--- config.mk ---
export PLATFORM = sky130hd
export DESIGN_NAME = sbp_port
export DESIGN_NICKNAME = d
export VERILOG_FILES = /design/src/logic/sbp_pkg.sv /design/src/logic/sbp_port.sv
export SDC_FILE = /design/constraint.sdc
export NUM_CORES = 1
export LEC_CHECK = 0
export BUFFER_PORTS_ARGS = -buffer_cell sky130_fd_sc_hd__buf_2
export CORE_UTILIZATION = 42
export CTS_CLUSTER_SIZE = 30
export DETAILED_ROUTE_END_ITERATION = 8
export PLACE_DENSITY = 0.73
export SLEW_MARGIN = 10
export SYNTH_ARGS = -nofsm -noshare
export SYNTH_HDL_FRONTEND = slang
export SYNTH_SLANG_ARGS = --single-unit
--- constraint.sdc ---
create_clock -name clk -period 1.59 [get_ports clk]
set_input_delay 0.0795 -clock clk [delete_from_list [all_inputs] [get_ports clk]]
set_output_delay 0.0795 -clock clk [all_outputs]
set_load 0.01 [all_outputs]
--- src/logic/sbp_pkg.sv ---
// Constants and carriers for the pipelined burst SRAM bus port
// Behaviour
// - Latch address only on a strobe while every chip select is active.
// - An address strobe loads the low two address bits into the burst counter.
// - A lane is written when its lane write and the byte write gate are low.
// - All-bytes write low writes every lane, ignoring lane writes and gate.
// - Every synchronous input is captured on the rising clock edge.
// - During a burst, burst step low increments the burst counter each edge.
// - Burst step produces the next burst address without a new external address.
// - Selected only when first select low, second high and third low.
// - Variants without the third select treat it as always asserted.
// - Processor strobe is ignored whenever first select is high.
// - Processor strobe low captures the address and loads the burst counter.
// - With both strobes low, only the processor strobe is acted on.
// - Output drive enable low drives the data pins, without the clock.
// - Output drive enable high leaves data pins undriven, usable as write inputs.
// - Data pins stay undriven in the first clock of a read from deselect.
// - Controller strobe low captures the address and loads the burst counter.
// - Write data is captured on the edge; read data follows the previous edge.
// - Sleep request high stops all accesses and keeps stored data.
package sbp_pkg;
   // ----------------------------------------
   // Widths and constants
   // ----------------------------------------
   localparam int ADDR_W = 19;
   localparam int LANES = 4;
   localparam int LANE_W = 9;
   localparam int DATA_W = 36;
   localparam int CNT_W = 2;
   localparam logic [LANES-1:0] ALL_LANES = 4'hF;
   localparam logic [LANES-1:0] NO_LANES = 4'h0;
   localparam logic [CNT_W-1:0] CNT_STEP = 2'h1;

   // ----------------------------------------
   // Types
   // ----------------------------------------
   typedef enum logic [1:0] {
      SBP_IDLE = 2'b01,
      SBP_BURST = 2'b10
   } sbp_state_t;

   typedef struct packed {
      logic [ADDR_W-1:0] addr;
      logic first_select_n;
      logic second_select;
      logic third_select_n;
      logic processor_addr_strobe_n;
      logic controller_addr_strobe_n;
      logic burst_step_n;
      logic [LANES-1:0] byte_lane_write_n;
      logic byte_write_gate_n;
      logic all_bytes_write_n;
   } sbp_bus_t;

   typedef struct packed {
      logic rd;
      logic [LANES-1:0] wr_lanes;
      logic [ADDR_W-1:0] addr;
      logic [DATA_W-1:0] wdata;
   } sbp_mem_req_t;

   typedef struct packed {
      sbp_state_t state;
      logic [ADDR_W-CNT_W-1:0] addr_hi;
      logic [CNT_W-1:0] cnt;
      sbp_mem_req_t req;
      logic mask;
      logic rd_valid;
      logic [DATA_W-1:0] dq_out;
      logic sleep_meta;
      logic sleep;
   } sbp_regs_t;

   localparam sbp_regs_t REGS_RST = '{state: SBP_IDLE, default: '0};
endpackage : sbp_pkg

--- src/logic/sbp_port.sv ---
// Synchronous bus port of a pipelined burst SRAM
`timescale 1ns/1ps
module sbp_port #(
   parameter bit HAS_THIRD_SELECT = 1'b1
) (
   // Clock and reset
   input wire logic clk,
   input wire logic nrst,
   // Synchronous bus from the controller
   input wire sbp_pkg::sbp_bus_t bus,
   input wire logic [sbp_pkg::DATA_W-1:0] dq_in,
   // Asynchronous pins
   input wire logic output_drive_enable_n,
   input wire logic sleep_request,
   // Data pin drive
   output logic [sbp_pkg::DATA_W-1:0] dq_out,
   output logic dq_oe,
   // Memory array side and sleep status
   output sbp_pkg::sbp_mem_req_t mem_req,
   input wire logic [sbp_pkg::DATA_W-1:0] mem_rdata,
   output logic sleeping
);
   // ----------------------------------------
   // State and decode
   // ----------------------------------------
   sbp_pkg::sbp_regs_t r;
   sbp_pkg::sbp_regs_t next_r;
   logic sel;
   logic p_win;
   logic strobe;
   logic go;
   logic [sbp_pkg::LANES-1:0] lanes;

   // Missing third select reads as asserted
   assign sel = !bus.first_select_n && bus.second_select
      && (!bus.third_select_n || !HAS_THIRD_SELECT);
   // Processor strobe needs first select low and beats the controller strobe
   assign p_win = !bus.processor_addr_strobe_n && !bus.first_select_n;
   assign strobe = p_win || !bus.controller_addr_strobe_n;
   // Global write overrides the lane writes and the gate
   assign lanes = !bus.all_bytes_write_n ? sbp_pkg::ALL_LANES :
      (!bus.byte_write_gate_n ? ~bus.byte_lane_write_n : sbp_pkg::NO_LANES);

   // ----------------------------------------
   // Next state
   // ----------------------------------------
   always_comb begin
      next_r = r;
      go = 1'b0;
      // Sleep is an asynchronous pin, so it is synchronised first
      next_r.sleep_meta = sleep_request;
      next_r.sleep = r.sleep_meta;
      next_r.req.rd = 1'b0;
      next_r.req.wr_lanes = sbp_pkg::NO_LANES;
      next_r.mask = 1'b0;
      next_r.rd_valid = r.req.rd;
      if (r.req.rd) begin
         next_r.dq_out = mem_rdata;
      end
      if (r.sleep) begin
         next_r.state = sbp_pkg::SBP_IDLE;
      end else if (strobe) begin
         if (sel) begin
            next_r.addr_hi = bus.addr[sbp_pkg::ADDR_W-1:sbp_pkg::CNT_W];
            next_r.cnt = bus.addr[sbp_pkg::CNT_W-1:0];
            next_r.state = sbp_pkg::SBP_BURST;
            go = 1'b1;
         end else begin
            next_r.state = sbp_pkg::SBP_IDLE;
         end
      end else if (r.state == sbp_pkg::SBP_BURST) begin
         go = 1'b1;
         if (!bus.burst_step_n) begin
            // Linear step, wraps inside the four-word group
            next_r.cnt = r.cnt + sbp_pkg::CNT_STEP;
         end
      end
      if (go) begin
         next_r.req.addr = {next_r.addr_hi, next_r.cnt};
         // A processor strobe always starts with a read; writes follow it
         if (!p_win && lanes != sbp_pkg::NO_LANES) begin
            next_r.req.wr_lanes = lanes;
            next_r.req.wdata = dq_in;
         end else begin
            next_r.req.rd = 1'b1;
            next_r.mask = (r.state == sbp_pkg::SBP_IDLE);
         end
      end
   end

   always_ff @(posedge clk) begin
      if (!nrst) begin
         r <= sbp_pkg::REGS_RST;
      end else begin
         r <= next_r;
      end
   end

   // ----------------------------------------
   // Outputs
   // ----------------------------------------
   // Drive enable is combinational from the pin so it acts without the clock
   assign dq_oe = !output_drive_enable_n && !r.sleep && !r.mask
      && (r.state == sbp_pkg::SBP_BURST || r.rd_valid);
   assign dq_out = r.dq_out;
   assign mem_req = r.req;
   assign sleeping = r.sleep;

   logic plain_burst;
   assign plain_burst = r.state == sbp_pkg::SBP_BURST && !strobe && !r.sleep;
endmodule : sbp_port

[Word-level counts from Yosys, hierarchy flattened]
Index checks and enable logic that the tools add are counted.
Storage, ports and cells
  output and inout port bits: 98
  input port bits: 107
  register bits: 121
  logic and storage cells: 55
Operators by class
  bitwise gates (word level): 3
  reductions and logical operators: 23
  $add $sub $neg: 1
  muxes and demuxes: 14
  eq/ne operators: 2
Operators with widths (number)
  $mux 19: 2
  $mux 17: 1
  $logic_not 1->1: 8
  $mux 2: 4
  $mux 4: 2
  $logic_and 1x1->1: 7
  $mux 1: 5
  $not 4->4: 1
  $reduce_and 2->1: 2
  $reduce_bool 4->1: 1
  $reduce_and 3->1: 1
  $reduce_or 3->1: 1
  $add 2x1->2 const B: 1
  $eq 2x1->1 const B: 1
  $eq 2x2->1 const B: 1
  $logic_or 1x1->1: 2
  $not 1->1: 2
  $reduce_or 2->1: 1

[Longest topological paths before layout]
Gate-level depths: netlist of the first run.
  depth in word-level cells: 8
  depth in mapped cells: 5
  mapped depth without buffers: 4

[Worst setup path after synthesis of the first run]
Ideal clock, no wire load.
  path type: register to register
  from: reg r (netlist bit sleeping)
  to: reg r (netlist bit mem_req[44])
  clock period less this slack: 1.578 ns
  arrival: 1.493 ns
  stages on the path, launching flop included: 6
  buffers on the path: 1
  setup slack: 0.012 ns
  required time: 1.504 ns
  library setup time: 0.086 ns
  path through: dfxtp_1 -> nor4b_2 -> nand2_2 -> buf_4 -> mux2i_1 -> a211oi_1
Between the ends
  longest elaborated chain between the ends: 1
  elaborated cells between the ends (all ways): 2
  those cells by class: mux: 2
RTL lines
  from (decl): RTL line sbp_port.sv:26  | sbp_pkg::sbp_regs_t r;
  from (signal assigned): RTL line sbp_port.sv:93  | r <= sbp_pkg::REGS_RST;
  from (signal assigned): RTL line sbp_port.sv:95  | r <= next_r;
  $mux 19 / $mux 1 (equally long branches): RTL line sbp_port.sv:60  | if (r.sleep) begin
Several ways; a longest one is shown, not always the timed one.
A chain may end at the register's enable or synchronous reset.

[Worst setup path in the final report of the first run]
  from: reg r (netlist bit sleeping)
  to: reg r (netlist bit mem_req[47])
The elaborated chain is that of the path after synthesis.

==> results.toml, run 1 <==
[sta]
fin_crit_ns = 1.61
finalMaxSlewViolations = 0
finalSetupViolCount = 5
fin_tns_setup_ns = -0.0530
grt_setup_unrepaired = "true"
max_freq_mhz = 622
skew_ns = 0.00765
hold_ws_ns = 0.0311
final_hold_viol_count = 0
tightestPinTransition_ns = 0.518
slew_headroom_pct = 65.3
fin_crit_sh_pct = 101
setup_slack_ns = -0.0180

[run]
drv_cap = 0

[grt]
grt_pass1_vias = 4300
grt_use_total_pct = 20.7
antenna_found_initial = 1
grt_start_max_net_pins = 74
grt_first_pass_wirelength_um = 20500
overflow = 0

[final_layout]
stdcell_area_um2 = 7420
final_common_cell = "buf_2"
fin_cells = 941
drive_gt1_share_pct = 34.7
diodes = 0
seqCellArea_um2 = 2420
final_cell_mix = "buf_2, dfxtp_1, dlygate4sd3_1"
area_delta_synth_final_pct = 42.6
multi_input_area_um2 = 1950
final_nets = 868
fillCellCount = 953

[critical_path]
endpoint_kind = "flop"
critical_path_arrival_ns = 1.93
cp.required_ns = 1.92
critPathLaunchType = "flop"
critPathMaxFanout = 7
critical_path_class = "reg2reg"

[logic_synthesis]
syn-cell-area_um2 = 5200
ys_seq_area_share_pct = 46.5
synth_warnings = 0
syn_area_per_cell_um2 = 9.46
yosysTopAreaCell = "dfxtp_1"
ys_top_cells_by_area = "dfxtp_1, mux2i_1, buf_4"
synth_top_area_share_pct = 46.5
synthCells = 550
syn-num-nets = 657
yosysUniqueCellTypes = 36
yosys_register_bits = 121

[clock_tree]
cts_max_level = 4
cts_root_buffer = "clkbuf_16"
cts_num_sinks = 121
worstSkewPairLatency_ns = 0.41
tritoncts = "done"
cts_made_buffers = 17
clk_path_buf_depth = 2
path_clk_slew_ns = 0.06

[route]
drt_iter0_markers = 212
final_antenna_net_count = 0
wl_per_cell_um = 14.4
drc = 0
vias = 4436
drt_wl_total_um = 13500
vias_per_cell = 4.71
first_pass_iters = 6

[floorplanning]
dieArea_um2 = 12800
core_area_um2 = 12100
rows = 40
chipWidth_um = 113
die_height_um = 113
initial_utilization_pct = 43.2
ios = 205

[placed_design]
dp_hpwl_um = 8010
gp_congestion = 0.809
portBuffers = 204
placed_cell_area_um2 = 5760
pre_cts_ws_ns = -0.0730
dp_cells = 811

[power_and_ir_drop]
p_leak_nw = 3.47
ir_drop_uv = 475
power_per_cell_area_nw_per_um2 = 1070

[min_path]
hold_path_class = "in2reg"

[status]
status = "finished, violations left"
violations = "setup timing"
-- layout make-up --
class,instances,share of cell area (%)
tap,168,2.83
sequential,121,32.7
inverter,4,0.202
multi-input combinational,300,26.2
clock buffer,24,6.76
timing repair buffer,317,30.4
clock inverter,7,0.893
-- state kept, by name (all words and copies together) (netlist names) --
signal and flops:
sleeping 1, next_r 1, dq_out 36, r 23, mem_req 60
-- per-layer routing --
layer / up-vias / part of all wire (%) / global-route usage, %
met5: - / 0.096 / 0
met4: 2 / 2.2 / 11.0
met3: 25 / 7.1 / 6.48
met2: 198 / 50 / 36.4
met1: 2039 / 41 / 22.1
li1: 2172 / - / -
-- where the power goes --
| part | internal (mW) | total (mW) | switching, mW | leakage, nW |
|---|---|---|---|---|
| sequential | 3.17 | 3.25 | 0.0725 | 0.985 |
| clock | 2.34 | 3.62 | 1.28 | 0.282 |
| combinational | 0.564 | 1.05 | 0.486 | 2.21 |
| total | 6.07 | 7.91 | 1.84 | 3.47 |
-- path summary, 6_finish.rpt --
path,start,cells after the start,slack [ns],end
worst min-delay path,bus[0],3,0.03,mem_req[56]
worst max-delay path,sleeping,5,-0.02,mem_req[47]
worst max register to register,sleeping,5,-0.02,mem_req[47]
worst min register to register,mem_req[7],2,0.46,mem_req[7]
-- per-stage QoR --
stage | utilization, % | power, mW
2_1_floorplan | - | 3.87
4_1_cts | 60.5 | 7.94
3_5_place_dp | 47.8 | 4.10
3_3_place_gp | 47.8 | 4.07
6_report | 61.5 | 7.91
5_1_grt | 61.5 | 8.26
-- logic make-up after synthesis --
logic type	share of synthesized area, %
simple gates	12.4
flops	46.5
compound gates	7.12
mux	17.1
buf+inv	16.8
-- critical path, cell delays in order (launching register included) --
cell       delay, ns
dfxtp_2         0.35
or4b_4          0.52
o21ai_4         0.16
clkbuf_16       0.22
a21oi_1         0.06
a211oi_1        0.21
-- what timing repair did --
action / CTS / global route
endpoints found under the setup margin: 55 / 39
setup buffers: 2 / 1
hold buffers: 91 / 0
endpoints found under the hold margin: 91 / 0
gates cloned: 1 / 4
resized for setup: 4 / 5
pin swaps: 5 / 7
-- cell usage after synthesis (all sizes together) --
library cell and count:
o21a 1, a311oi 1, a21oi 24, and2 3, nor4b 2, a41o 1
nor3b 1, a41oi 1, o22ai 1, or4b 1, nor2b 1, buf 109
mux2i 89, nor3 2, nand2 76, clkbuf 16, dfxtp 121, o21ai 9
a211oi 18, nor4 1, nor2 58, inv 4, a32oi 1, and3 6
nand3 2, a2bb2oi 1
Power figures use the tool's default switching activity.
==> inputs of run 2 (changes only) <==
Settings changed: CTS_BUF_LIST set to sky130_fd_sc_hd__clkbuf_4.
==> run 2 against run 1 <==
The flow still finishes with violations (setup timing). Global-route usage is 0.30 points higher. Register-to-register slack worse by 0.09 ns. Routed wire length is 3.5% higher. Die area stayed put. Combinational power is 8% higher. Sequential power hardly changed. Utilization is 0.37 points lower. Highest routed layer is now met4. Flip-flop and latch count stayed put. Hold slack better by 0.033 ns. Power is 21% lower. Critical path type unchanged. First-iteration DRC count is 5.7% higher.
==> results.toml, run 2 (synthesis results as in run 1) <==
[final_layout]
drive_gt1_share_pct = 36.1
area_delta_synth_final_pct = 41.7
utilization_pct = 61.2
final_common_cell = "buf_2"
final_cell_mix = "buf_2, dfxtp_1, dlygate4sd3_1"
largest_reg_flops = 60
final_nets = 884
fillCellCount = 964

[grt]
overflow = 0
grt_pass1_vias = 4415
antenna_found_initial = 2
grt_start_max_net_pins = 74
grt_use_total_pct = 21.0
grt_first_pass_wirelength_um = 20800

[power_and_ir_drop]
intPower_mw = 4.53
power_per_cell_area_nw_per_um2 = 843
clock_power_share_pct = 29.8
p_leak_nw = 3.39
switching_share_pct = 27.1
netSwitchingPower_mw = 1.69
p_comb_share_pct = 18.1
pwr-share-seq_pct = 52.1
ir_drop_uv = 502

[floorplanning]
ios = 205
rows = 40
dieArea_um2 = 12800
die_height_um = 113
initial_utilization_pct = 43.2
core_area_um2 = 12100
chipWidth_um = 113

[min_path]
hold-path-cell-count = 4
hold_path_startpoint = "bus[7]"
hold_path_class = "in2reg"
min_to = "r[101]"

[placed_design]
dp_hpwl_um = 8010
portBuffers = 204
gp_congestion = 0.809

[sta]
final_hold_viol_count = 0
tightestPinTransition_ns = 0.642
finalMaxSlewViolations = 0
max_freq_mhz = 588
fin_crit_sh_pct = 107
finalSetupViolCount = 26
grt_setup_unrepaired = "true"
hold_ws_ns = 0.0643
fin_crit_ns = 1.70
slew_headroom_pct = 57.1
setup_slack_ns = -0.112
skew_ns = 0.0183

[route]
drt_iter0_markers = 224
drc = 0
vias_per_cell = 4.70
vias = 4512
drt_wl_total_um = 14000
first_pass_iters = 4
wl_per_cell_um = 14.6
final_antenna_net_count = 0

[critical_path]
endpoint_kind = "flop"
crit_family = "simple AND/OR/NAND/NOR gates"
critical_path_class = "reg2reg"
cpPeakStageDelay_ns = 0.52
reg2reg_from = "sleeping"
path_cells = "or4b_4, o21ai_4, clkbuf_16, a21oi_2, a211oi_1"
slowest_stage = "or4b_4"
critPathLaunchType = "flop"
r2r_cells = 5
critical_path_arrival_ns = 2.14
critPathMaxFanout = 7
reg2reg_to = "mem_req[47]"
cp_num_buf_inv = 1
cp.required_ns = 2.03
r2r_slack_ns = -0.11

[clock_tree]
worstSkewPairLatency_ns = 0.52
cts_max_level = 4
cts_num_sinks = 121
tritoncts = "done"
clk_path_buf_depth = 2
cts_root_buffer = "clkbuf_4"
cts_made_buffers = 17
path_clk_slew_ns = 0.11

[status]
status = "finished, violations left"
violations = "setup timing"

[run]
drv_cap = 0
run 2: per-stage QoR:
step	total power [mW]	instances	TNS [ns]	setup slack [ns]	area [um2]
CTS	6.19	950	-0.0368	-0.0137	7120
global route	6.54	959	-3.54	-0.136	7380
finish	6.22	959	-0.903	-0.112	7380
global placement	4.07	811	0	0.0387	5760
floorplan	3.87	550	0	0.0119	5200
detailed placement	4.10	811	-1.21	-0.0730	5760
run 2: repair_timing:
action | in CTS | in global routing
endpoints found under the setup margin | 58 | 41
resized for setup | 8 | 29
endpoints found under the hold margin | 117 | 0
cloned | 1 | 4
setup buffers | 2 | 3
hold buffers | 105 | 0
pin swaps | 11 | 14
run 2: cell type report:
type                            count  area (um2)  share of cell area [%]
Antenna cell                        2        5.00                  0.0678
Tap cell                          168         210                    2.85
Clock inverter                     12        85.1                    1.15
Multi-Input combinational cell    300        2050                    27.8
Clock buffer                       19         143                    1.93
Inverter                            4        15.0                   0.204
Timing Repair Buffer              333        2440                    33.0
Sequential cell                   121        2430                    33.0
run 2: tightest hold or removal path, delay by kind of cell:
family          cells  cell delay, ns
compound gates      3            0.34
buf+inv             1            0.12
run 2: worst max-delay path by stage:
stage	from	to	depth (start not counted)
3_5_place_dp	sleeping	mem_req[54]	5
4_1_cts	sleeping	mem_req[54]	5
5_1_grt	sleeping	mem_req[47]	5
3_3_place_gp	sleeping	mem_req[38]	5
2_1_floorplan	sleeping	mem_req[44]	5
6_report	sleeping	mem_req[47]	5
run 2: power by group through the flow:
stage / clock network, mW / logic (mW) / registers [mW]
3_5_place_dp: 0 / 0.794 / 3.30
4_1_cts: 1.93 / 1.02 / 3.23
5_1_grt: 2.08 / 1.21 / 3.26
2_1_floorplan: 0 / 0.586 / 3.28
3_3_place_gp: 0 / 0.769 / 3.30
6_report: 1.85 / 1.13 / 3.24
run 2: routing by layer:
layer	routed length (um)	share of wire (%)	vias up	global-route usage, %
li1	-	-	2203	-
met5	0	0	-	0
met3	964	6.9	34	6.43
met2	6990	50	193	36.2
met1	5630	40	2082	22.7
met4	432	3.1	0	12.2
